[config.mk]
export PLATFORM = sky130hd
export DESIGN_NAME = shs_top
export DESIGN_NICKNAME = d
export VERILOG_FILES = /design/src/logic/shs_pkg.sv /design/src/logic/shs_top.sv
export VERILOG_INCLUDE_DIRS = /design/src /design/src/logic
export SDC_FILE = /design/constraint.sdc
export NUM_CORES = 1
export LEC_CHECK = 0
export ABC_AREA = 1
export BUFFER_PORTS_ARGS = -buffer_cell sky130_fd_sc_hd__buf_2
export CORE_ASPECT_RATIO = 1.25
export CORE_MARGIN = 3
export CORE_UTILIZATION = 30
export CTS_CLUSTER_SIZE = 12
export DETAILED_ROUTE_END_ITERATION = 8
export SYNTH_ARGS = -nofsm -noshare
export SYNTH_HDL_FRONTEND = slang
export SYNTH_SLANG_ARGS = --single-unit
[constraint.sdc]
create_clock -name sys_clk_in -period 6.6 [get_ports sys_clk_in]
set_input_delay 0.66 -clock sys_clk_in [delete_from_list [all_inputs] [get_ports sys_clk_in]]
set_output_delay 0.66 -clock sys_clk_in [all_outputs]
set_load 0.02 [all_outputs]
[src/logic/shs_defines.svh]
/*
 shs_defines.svh: offsets, field positions, reset values and timing of the
 homing sequencer. Assumes inclusion by shs_pkg, shs_top and tb_top only.
*/
// Overview of operation
// - trigger mode 0 disables homing; go input ignored.
// - trigger mode 1 starts homing on go input level.
// - trigger mode 2 starts homing on go input rising edge.
// - trigger mode 3 homes once at first servo-on after power-up.
// - later servo-on events never restart automatic homing.
// - reference modes 0/1: move ccw/cw, detector rising edge is reference.
// - reference mode 2: ccw, ccw limit falling edge; its inhibit suspended.
// - reference mode 3: cw, cw limit falling edge; its inhibit suspended.
// - reference modes 4/5: move ccw/cw, index pulse is reference.
// - origin mode 0: reverse at second speed, next index is origin.
// - origin mode 1: continue at second speed, next index is origin.
// - origin mode 2: reference point itself is the origin.
// - homing starts only with servo-on; normal commands then suspended.
// - on completion clear position and deviation, then assert done.
// - level mode: done held until go input falls.
// - edge and auto modes: done drops after done delay.
// - post mode 0: hold at origin, reject commands until done drops.
// - post mode 1: resume commands right after completion.
// - level mode: servo-off, warning or go low aborts, no done.
// - edge/auto modes: servo-off or warning aborts, no done.
// - final origin is found position plus upper*10000 plus lower.
// - speed changes follow acceleration and deceleration times.
`ifndef SHS_DEFINES_SVH
`define SHS_DEFINES_SVH
`define SHS_A_CTRL     8'h00
`define SHS_A_SPEED    8'h04
`define SHS_A_RAMP     8'h08
`define SHS_A_DELAY    8'h0C
`define SHS_A_OFFSET   8'h10
`define SHS_A_STATUS   8'h14
`define SHS_A_ORIGIN   8'h18
`define SHS_F_TRIG     1:0
`define SHS_F_REFM     4:2
`define SHS_F_ORGM     6:5
`define SHS_F_RESUME   7
`define SHS_F_LO       11:0
`define SHS_F_HI       27:16
`define SHS_F_RLO      14:0
`define SHS_F_RHI      30:16
`define SHS_F_OLO      15:0
`define SHS_F_OHI      31:16
`define SHS_F_FLAGS    5:0
`define SHS_F_FSM      10:8
`define SHS_F_SPD      28:16
`define SHS_TRIG_OFF   2'h0
`define SHS_TRIG_LEVEL 2'h1
`define SHS_TRIG_EDGE  2'h2
`define SHS_TRIG_AUTO  2'h3
`define SHS_ORG_BACK   2'h0
`define SHS_ORG_FWD    2'h1
`define SHS_REF_MAX    3'h5
`define SHS_RST_SPD1   12'h1F4
`define SHS_RST_SPD2   12'h032
`define SHS_RST_DLY    12'h064
`define SHS_OFF_SCALE  32'sh2710
`define SHS_P_GO       0
`define SHS_P_SON      1
`define SHS_P_REF      2
`define SHS_P_COUNTERCLOCKWISE_LIMIT_INPUT     3
`define SHS_P_CWL      4
`define SHS_P_IDX      5
`define SHS_NPIN       6
`define SHS_CLK_NS     10
`define SHS_TICK_NS    1000
`define SHS_CYC_PER_US ((`SHS_TICK_NS + `SHS_CLK_NS - 1) / `SHS_CLK_NS)
`define SHS_US_PER_MS  1000
`endif

[src/logic/shs_pkg.sv]
/*
 shs_pkg.sv: types of the homing sequencer.
 Assumes shs_defines.svh on the include path.
*/
`default_nettype none
`include "shs_defines.svh"
package shs_pkg;
   typedef logic signed [12:0] shs_speed_t;
   typedef enum logic [2:0] {
      SHS_IDLE  = 3'h0,
      SHS_REF   = 3'h1,
      SHS_ORG   = 3'h3,
      SHS_CLEAR = 3'h2,
      SHS_DONE  = 3'h6
   } shs_fsm_t;
   typedef struct packed {
      shs_fsm_t              state;
      logic [`SHS_NPIN-1:0]  sync1;
      logic [`SHS_NPIN-1:0]  sync2;
      logic [`SHS_NPIN-1:0]  prev;
      logic [1:0]            trig;
      logic [2:0]            refm;
      logic [1:0]            orgm;
      logic                  resume;
      logic [11:0]           spd1;
      logic [11:0]           spd2;
      logic [14:0]           acc;
      logic [14:0]           dec;
      logic [11:0]           dly;
      logic [15:0]           offu;
      logic [15:0]           offl;
      logic                  auto_used;
      logic                  dir;
      logic [6:0]            us_cnt;
      logic [9:0]            ms_cnt;
      logic [14:0]           ramp_cnt;
      logic [11:0]           dly_cnt;
      shs_speed_t            speed;
      logic                  done;
      logic                  clr;
      logic                  busy;
      logic                  cmd_en;
      logic                  ccw_sup;
      logic                  cw_sup;
      logic [31:0]           origin;
      logic [31:0]           prdata;
      logic                  pready;
      logic                  pslverr;
   } shs_state_t;
endpackage
`default_nettype wire

[src/logic/shs_top.sv]
/*
 shs_top.sv: homing sequencer of a servo drive with an apb register file.
 Assumes an apb master on sys_clk_in, asynchronous field pins, and
 warning_in and position_in driven from sys_clk_in logic.
*/
`timescale 1ns/100ps
`default_nettype none
`include "shs_defines.svh"
module shs_top #(
   parameter int unsigned CYC_PER_US = `SHS_CYC_PER_US,
   parameter int unsigned US_PER_MS  = `SHS_US_PER_MS
) (
   // clock and reset
   input  wire logic               sys_clk_in,
   input  wire logic               rst_n_in,
   // apb slave
   input  wire logic               psel_in,
   input  wire logic               penable_in,
   input  wire logic               pwrite_in,
   input  wire logic [7:0]         paddr_in,
   input  wire logic [31:0]        pwdata_in,
   output logic      [31:0]        prdata_out,
   output logic                    pready_out,
   output logic                    pslverr_out,
   // host and field pins
   input  wire logic               homing_go_input_in,
   input  wire logic               servo_on_input_in,
   input  wire logic               reference_detector_in,
   input  wire logic               counterclockwise_limit_input_in,
   input  wire logic               clockwise_limit_input_in,
   input  wire logic               index_pulse_in,
   // drive internals
   input  wire logic               warning_in,
   input  wire logic [31:0]        position_in,
   // drive controls
   output shs_pkg::shs_speed_t     speed_command_out,
   output logic                    clear_position_out,
   output logic                    clear_deviation_out,
   output logic                    homing_done_out,
   output logic                    homing_busy_out,
   output logic                    normal_cmd_enable_out,
   output logic                    ccw_limit_suspend_out,
   output logic                    cw_limit_suspend_out
);
   import shs_pkg::*;

   shs_state_t             st_q;
   shs_state_t             st_d;
   logic [`SHS_NPIN-1:0]   pin_s;
   logic [`SHS_NPIN-1:0]   rise;
   logic [`SHS_NPIN-1:0]   fall;
   logic                   go_s;
   logic                   son_s;
   logic                   us_tick;
   logic                   ms_tick;
   logic                   abort;
   logic                   start;
   logic                   ref_hit;
   logic                   setup;
   logic                   wr;
   logic                   up;
   shs_speed_t             tgt;
   logic [14:0]            rt;
   logic signed [31:0]     off;

   function automatic logic [12:0] shs_mag(input shs_speed_t v);
      shs_mag = v[12] ? 13'(-v) : 13'(v);
   endfunction

   function automatic logic signed [31:0] shs_offset(
      input logic [15:0] hi,
      input logic [15:0] lo
   );
      logic signed [31:0] u;
      u = 32'(signed'(hi));
      shs_offset = 32'(u * `SHS_OFF_SCALE) + 32'(signed'(lo));
   endfunction

   // edges from synced samples only
   assign pin_s = st_q.sync2;
   assign rise  = pin_s & ~st_q.prev;
   assign fall  = ~pin_s & st_q.prev;
   assign go_s  = pin_s[`SHS_P_GO];
   assign son_s = pin_s[`SHS_P_SON];
   assign off   = shs_offset(st_q.offu, st_q.offl);
   assign setup = psel_in & ~penable_in;
   assign wr    = psel_in & penable_in & pwrite_in & st_q.pready & ~st_q.pslverr;

   always_comb begin
      st_d = st_q;
      st_d.sync1 = {index_pulse_in, clockwise_limit_input_in,
                    counterclockwise_limit_input_in, reference_detector_in,
                    servo_on_input_in, homing_go_input_in};
      st_d.sync2 = st_q.sync1;
      st_d.prev  = st_q.sync2;
      st_d.clr   = 1'b0;
      tgt        = '0;
      rt         = '0;
      up         = 1'b0;
      start      = 1'b0;
      ref_hit    = 1'b0;

      // microsecond and millisecond ticks
      us_tick = st_q.us_cnt == 7'(CYC_PER_US - 1);
      ms_tick = us_tick && (st_q.ms_cnt == 10'(US_PER_MS - 1));
      st_d.us_cnt = us_tick ? '0 : 7'(st_q.us_cnt + 7'h01);
      if (us_tick) begin
         st_d.ms_cnt = ms_tick ? '0 : 10'(st_q.ms_cnt + 10'h001);
      end

      // apb: answer prepared in setup, taken in access
      st_d.pready  = setup;
      st_d.pslverr = 1'b0;
      if (setup) begin
         st_d.prdata = '0;
         unique case (paddr_in)
            `SHS_A_CTRL: begin
               st_d.prdata[`SHS_F_TRIG]   = st_q.trig;
               st_d.prdata[`SHS_F_REFM]   = st_q.refm;
               st_d.prdata[`SHS_F_ORGM]   = st_q.orgm;
               st_d.prdata[`SHS_F_RESUME] = st_q.resume;
            end
            `SHS_A_SPEED: begin
               st_d.prdata[`SHS_F_LO] = st_q.spd1;
               st_d.prdata[`SHS_F_HI] = st_q.spd2;
            end
            `SHS_A_RAMP: begin
               st_d.prdata[`SHS_F_RLO] = st_q.acc;
               st_d.prdata[`SHS_F_RHI] = st_q.dec;
            end
            `SHS_A_DELAY: begin
               st_d.prdata[`SHS_F_LO] = st_q.dly;
            end
            `SHS_A_OFFSET: begin
               st_d.prdata[`SHS_F_OLO] = st_q.offu;
               st_d.prdata[`SHS_F_OHI] = st_q.offl;
            end
            `SHS_A_STATUS: begin
               st_d.prdata[`SHS_F_FLAGS] = {st_q.auto_used, st_q.cw_sup,
                                            st_q.ccw_sup, st_q.cmd_en,
                                            st_q.busy, st_q.done};
               st_d.prdata[`SHS_F_FSM]   = st_q.state;
               st_d.prdata[`SHS_F_SPD]   = st_q.speed;
            end
            `SHS_A_ORIGIN: begin
               st_d.prdata = st_q.origin;
            end
            default: begin
               st_d.pslverr = 1'b1;
            end
         endcase
      end
      if (wr) begin
         unique case (paddr_in)
            `SHS_A_CTRL: begin
               st_d.trig   = pwdata_in[`SHS_F_TRIG];
               st_d.refm   = pwdata_in[`SHS_F_REFM];
               st_d.orgm   = pwdata_in[`SHS_F_ORGM];
               st_d.resume = pwdata_in[`SHS_F_RESUME];
            end
            `SHS_A_SPEED: begin
               st_d.spd1 = pwdata_in[`SHS_F_LO];
               st_d.spd2 = pwdata_in[`SHS_F_HI];
            end
            `SHS_A_RAMP: begin
               st_d.acc = pwdata_in[`SHS_F_RLO];
               st_d.dec = pwdata_in[`SHS_F_RHI];
            end
            `SHS_A_DELAY: begin
               st_d.dly = pwdata_in[`SHS_F_LO];
            end
            `SHS_A_OFFSET: begin
               st_d.offu = pwdata_in[`SHS_F_OLO];
               st_d.offl = pwdata_in[`SHS_F_OHI];
            end
            default: begin
            end
         endcase
      end

      // any servo-on since reset uses up the automatic run
      if (son_s) begin
         st_d.auto_used = 1'b1;
      end
      abort = ~son_s | warning_in;
      if (st_q.trig == `SHS_TRIG_LEVEL) begin
         abort = abort | ~go_s;
      end
      unique case (st_q.trig)
         `SHS_TRIG_OFF:   start = 1'b0;
         `SHS_TRIG_LEVEL: start = go_s;
         `SHS_TRIG_EDGE:  start = rise[`SHS_P_GO];
         `SHS_TRIG_AUTO:  start = ~st_q.auto_used;
      endcase
      unique case (st_q.refm)
         3'h0, 3'h1: ref_hit = rise[`SHS_P_REF];
         3'h2:       ref_hit = fall[`SHS_P_COUNTERCLOCKWISE_LIMIT_INPUT];
         3'h3:       ref_hit = fall[`SHS_P_CWL];
         3'h4, 3'h5: ref_hit = rise[`SHS_P_IDX];
         default:    ref_hit = 1'b0;
      endcase

      unique case (st_q.state)
         SHS_IDLE: begin
            if (start && son_s && !warning_in && st_q.refm <= `SHS_REF_MAX) begin
               st_d.state = SHS_REF;
               // odd modes seek clockwise
               st_d.dir   = st_q.refm[0];
            end
         end
         SHS_REF: begin
            if (abort) begin
               st_d.state = SHS_IDLE;
            end else if (ref_hit) begin
               if (st_q.orgm == `SHS_ORG_BACK) begin
                  st_d.state = SHS_ORG;
                  st_d.dir   = ~st_q.dir;
               end else if (st_q.orgm == `SHS_ORG_FWD) begin
                  st_d.state = SHS_ORG;
               end else begin
                  st_d.state = SHS_CLEAR;
               end
            end
         end
         SHS_ORG: begin
            if (abort) begin
               st_d.state = SHS_IDLE;
            end else if (rise[`SHS_P_IDX]) begin
               st_d.state = SHS_CLEAR;
            end
         end
         SHS_CLEAR: begin
            if (abort) begin
               st_d.state = SHS_IDLE;
            end else begin
               st_d.clr     = 1'b1;
               st_d.origin  = 32'(position_in + off);
               st_d.state   = SHS_DONE;
               st_d.us_cnt  = '0;
               st_d.ms_cnt  = '0;
               st_d.dly_cnt = '0;
            end
         end
         SHS_DONE: begin
            if (st_q.trig == `SHS_TRIG_LEVEL) begin
               if (!go_s) begin
                  st_d.state = SHS_IDLE;
               end
            end else if (ms_tick) begin
               st_d.dly_cnt = 12'(st_q.dly_cnt + 12'h001);
               if (st_d.dly_cnt >= st_q.dly) begin
                  st_d.state = SHS_IDLE;
               end
            end
         end
         default: begin
            st_d.state = SHS_IDLE;
         end
      endcase

      st_d.busy    = (st_d.state == SHS_REF) || (st_d.state == SHS_ORG) ||
                     (st_d.state == SHS_CLEAR);
      // done follows the clear pulse by one cycle
      st_d.done    = (st_q.state == SHS_DONE) && (st_d.state == SHS_DONE);
      st_d.cmd_en  = (st_d.state == SHS_IDLE) ||
                     ((st_d.state == SHS_DONE) && st_q.resume);
      st_d.ccw_sup = st_d.busy && (st_q.refm == 3'h2);
      st_d.cw_sup  = st_d.busy && (st_q.refm == 3'h3);

      // speed ramp, one r/min per acc or dec microseconds
      if (st_q.state == SHS_REF) begin
         tgt = st_q.dir ? 13'(st_q.spd1) : 13'(-13'(st_q.spd1));
      end else if (st_q.state == SHS_ORG) begin
         tgt = st_q.dir ? 13'(st_q.spd2) : 13'(-13'(st_q.spd2));
      end
      up = ((tgt[12] == st_q.speed[12]) || (st_q.speed == '0)) &&
           (shs_mag(tgt) > shs_mag(st_q.speed));
      rt = up ? st_q.acc : st_q.dec;
      if (st_q.speed == tgt) begin
         st_d.ramp_cnt = '0;
      end else if (rt == '0) begin
         st_d.speed    = tgt;
         st_d.ramp_cnt = '0;
      end else if (us_tick) begin
         if (st_q.ramp_cnt >= 15'(rt - 15'h0001)) begin
            st_d.ramp_cnt = '0;
            st_d.speed    = (tgt > st_q.speed) ? 13'(st_q.speed + 13'sh0001)
                                               : 13'(st_q.speed - 13'sh0001);
         end else begin
            st_d.ramp_cnt = 15'(st_q.ramp_cnt + 15'h0001);
         end
      end
   end

   always_ff @(posedge sys_clk_in) begin
      if (!rst_n_in) begin
         st_q        <= '0;
         st_q.spd1   <= `SHS_RST_SPD1;
         st_q.spd2   <= `SHS_RST_SPD2;
         st_q.dly    <= `SHS_RST_DLY;
         st_q.cmd_en <= 1'b1;
      end else begin
         st_q <= st_d;
      end
   end

   assign prdata_out            = st_q.prdata;
   assign pready_out            = st_q.pready;
   assign pslverr_out           = st_q.pslverr;
   assign speed_command_out     = st_q.speed;
   assign clear_position_out    = st_q.clr;
   assign clear_deviation_out   = st_q.clr;
   assign homing_done_out       = st_q.done;
   assign homing_busy_out       = st_q.busy;
   assign normal_cmd_enable_out = st_q.cmd_en;
   assign ccw_limit_suspend_out = st_q.ccw_sup;
   assign cw_limit_suspend_out  = st_q.cw_sup;
endmodule
`default_nettype wire

==> results.json <==
{
  "timing.critical_path.mode_cell": "sky130_fd_sc_hd__nand2_1",
  "worst_ep_required_time_ns": 7.07,
  "grt_pass1_wl_um": 99400,
  "crit_fanout": 6,
  "syn-mean-instance-area_um2": 7.21,
  "final_max_slew_viol_count": 0,
  "cts_inserted_buffers": 31,
  "initial_core_util_pct": 30.5,
  "power_density_nw_per_um2": 222,
  "detailed_place_hpwl_um": 52400,
  "coreArea_um2": 63500,
  "place_congestion": 0.910,
  "synthesis.area_um2": 19400,
  "gr-usage-all-layers_pct": 19.0,
  "cts_tree": "done",
  "rows": 103,
  "ys_ff_latch": 257,
  "first_pass_iters": 5,
  "final.min_clock_period_ns": 6.32,
  "io_pins": 138,
  "grt_antenna_before_repair": 2,
  "netSwitchingFraction_pct": 34.8,
  "final.setup.worst_slack_ns": 0.278,
  "syn_to_final_growth_pct": 14.7,
  "achievable-frequency_mhz": 158,
  "ctsHtreeMaxLevel": 1,
  "synth-edff-count": 0,
  "wire_per_inst_um": 18.0,
  "final.setup_skew_ns": 0.0235,
  "worst_setup_path_end_kind": "register",
  "detail_route.iter0.violations": 1571,
  "clock_sinks": 257,
  "timing.reg2reg.setup_slack_ns": 0.28,
  "synth_seq_area_share_pct": 26.5,
  "clock_power_share_pct": 36.8,
  "worst_setup_path_start_kind": "register",
  "first_global_vias": 17010,
  "vdd.ir_drop.worst_mv": 0.172,
  "run_status": "finished, final reports clean",
  "vias_per_cell": 4.95,
  "top_flip_flop_cell_by_instance_count_after_synthesis": "sky130_fd_sc_hd__dfxtp_1",
  "leftover_overflow_at_the_end_of_global_routing": 0,
  "post_cts.repair.setup_buffers": 0,
  "place_area_um2": 21000,
  "clock-root-buffer": "sky130_fd_sc_hd__clkbuf_16",
  "syn_inst": 2690,
  "post_route_cells_drive_above_1_share_pct": 11.1,
  "cts-hold-fix-buffers": 0,
  "worst-slew-pin-transition_ns": 0.987,
  "multi_input_area_um2": 12100,
  "layout.area.seq_um2": 5150,
  "yosys-top-cells-area": "sky130_fd_sc_hd__dfxtp_1 27%, sky130_fd_sc_hd__ha_1 12%, sky130_fd_sc_hd__nand2_1 8.8%",
  "cp_slowest_stage_delay_ns": 0.53,
  "critical-path-top-delay-family": "adder cells",
  "worstHoldPathType": "primary input to register",
  "synth.most_common_cell": "sky130_fd_sc_hd__nand2_1",
  "netlist-cell-type-count": 55,
  "synthesis.nets": 3040,
  "power_switching_w": 0.00172,
  "design.final.nets": 3159,
  "maximum_number_of_pins_on_one_net_before_global_route_repair": 82,
  "p_int_w": 0.00322,
  "post-route-period-util_pct": 95.8,
  "cts.clk_slew.worst_paths_ns": 0.07,
  "finalSetupViolCount": 0,
  "layout.cells.non_filler": 3671,
  "fin_util_pct": 35.0,
  "drt_drc_violations_left": 0,
  "routed_wirelength_um": 66200,
  "synthDominantCellAreaShare_pct": 26.5,
  "die_width_um": 233,
  "leakage_nw": 11.0,
  "antenna-diode-count": 0,
  "asyncSetResetFlopFracSynth_pct": 0,
  "top_cells_by_count_synth": "455 x sky130_fd_sc_hd__nand2_1, 435 x sky130_fd_sc_hd__inv_1, 275 x sky130_fd_sc_hd__nor2_1",
  "nFillCells": 6762,
  "slowest_stage": "sky130_fd_sc_hd__fa_1",
  "max-clock-path-buffers": 3,
  "synthesis.yosys.warnings": 0,
  "tns_ns": 0,
  "total_die_area_um2": 67700,
  "setup.worst_path.class": "register to register",
  "cap_viol_max_count": 0,
  "final_hold_violating_endpoints": 0,
  "worstPathBufferInverterCount": 3,
  "numPortBuffers": 137,
  "insertion_delay_ns": 0.59,
  "final_antenna_net_count": 0,
  "place.detailed.instances": 3616,
  "dp_slack_ns": 0.106,
  "maxSlewHeadroom_pct": 34.1,
  "vias": 18187,
  "stdcell_area_um2": 22200,
  "synth_top_cell_by_area": "sky130_fd_sc_hd__dfxtp_1",
  "crit_arrival_ns": 6.79,
  "comb_power_share_pct": 29.7,
  "seq_power_share_pct": 33.5,
  "die_h_um": 290
}
through the flow:
step | hold slack (ns) | total power [W]
global placement | 0.393 | 0.00311
global route | 0.282 | 0.00522
floorplan | 0.390 | 0.00274
detailed placement | 0.396 | 0.00312
finish | 0.271 | 0.00494
CTS | 0.253 | 0.00494
registers in the layout, summed over array words and instances (netlist names), 6 cells and up:
register / cells
st_d: 6
pin_s: 6
st_q: 192
speed_command_out: 13
prdata_out: 32
routing by layer:
metal  global-route usage, %  vias up  wire length, um
li1                        -     8976                -
met1                    24.9     8525            28300
met2                    32.2      582            31600
met3                    1.67      104             3760
met4                    7.12        0             2560
met5                       0        -                0
cell usage in the layout (no fill, tap or decap), types with 6 or more instances in the layout:
cell,Yosys,layout
sky130_fd_sc_hd__inv_1,435,433
sky130_fd_sc_hd__a221oi_1,27,27
sky130_fd_sc_hd__nand4_1,20,20
sky130_fd_sc_hd__xnor2_1,42,41
sky130_fd_sc_hd__nor3b_1,9,8
sky130_fd_sc_hd__nor2_1,275,272
sky130_fd_sc_hd__clkbuf_8,0,7
sky130_fd_sc_hd__nor3_2,1,9
sky130_fd_sc_hd__a31oi_1,12,12
sky130_fd_sc_hd__a21oi_1,207,205
sky130_fd_sc_hd__clkinv_1,8,7
sky130_fd_sc_hd__o21ai_1,6,9
sky130_fd_sc_hd__o211ai_1,24,24
sky130_fd_sc_hd__o221ai_1,9,9
sky130_fd_sc_hd__buf_2,6,136
sky130_fd_sc_hd__ha_1,192,191
sky130_fd_sc_hd__a21o_1,6,6
sky130_fd_sc_hd__nand2_2,3,6
sky130_fd_sc_hd__dfxtp_1,257,252
sky130_fd_sc_hd__o21ai_0,217,214
sky130_fd_sc_hd__o22ai_1,36,36
sky130_fd_sc_hd__fa_1,74,74
sky130_fd_sc_hd__nor3_1,31,23
sky130_fd_sc_hd__buf_4,46,66
sky130_fd_sc_hd__nor2_2,5,8
sky130_fd_sc_hd__xor2_1,65,65
sky130_fd_sc_hd__o21a_1,6,6
sky130_fd_sc_hd__nand2_1,455,451
sky130_fd_sc_hd__nand3_1,101,100
sky130_fd_sc_hd__clkbuf_16,0,31
kinds of logic (layout without fill, tap and decap cells):
kind of cell	count (synthesis)	count (layout)	share of synthesized area (%)
flops	257	257	26.5
buf+inv	562	703	11.9
simple gates	919	919	19.7
xor+xnor	108	108	4.95
fa+ha+maj	266	266	20.0
compound gates	578	578	16.9
what timing repair did:
item,4_1_cts,5_1_grt
setup endpoints to repair,0,36
endpoints found under the hold margin,0,0
gates resized for setup,0,41
power groups by stage:
| stage | sequential, W | clock (W) | combinational [W] |
|---|---|---|---|
| final | 0.00165 | 0.00182 | 0.00147 |
| after CTS | 0.00165 | 0.00184 | 0.00144 |
| after floorplan | 0.00166 | 0 | 0.00108 |
| after global routing | 0.00166 | 0.00189 | 0.00167 |
| after global placement | 0.00169 | 0 | 0.00142 |
| after detailed placement | 0.00169 | 0 | 0.00143 |
final timing paths:
path                            depth (start not counted)                   start                    end
worst min register to register                          2    st_d[248]$_SDFF_PN0_    pin_s[5]$_SDFF_PN0_
worst min-delay path                                    3       servo_on_input_in   st_d[244]$_SDFF_PN0_
worst max register to register                         27  st_q[152]$_SDFFE_PN0P_  st_q[61]$_SDFFE_PN0P_
worst max-delay path                                   27  st_q[152]$_SDFFE_PN0P_  st_q[61]$_SDFFE_PN0P_
worst min-delay path, stage by stage:
cell	delay, ns
sky130_fd_sc_hd__buf_2	0.08
sky130_fd_sc_hd__nand2_1	0.04
sky130_fd_sc_hd__inv_1	0.04
area by class of cell:
type,count,share of cell area (%)
Clock buffer,42,3.99
Clock inverter,13,0.816
Inverter,444,7.50
Multi-Input combinational cell,1871,54.3
Sequential cell,257,23.2
Tap cell,840,4.73
Timing Repair Buffer,204,5.47
Note: power is estimated with default switching activity, not from simulation.
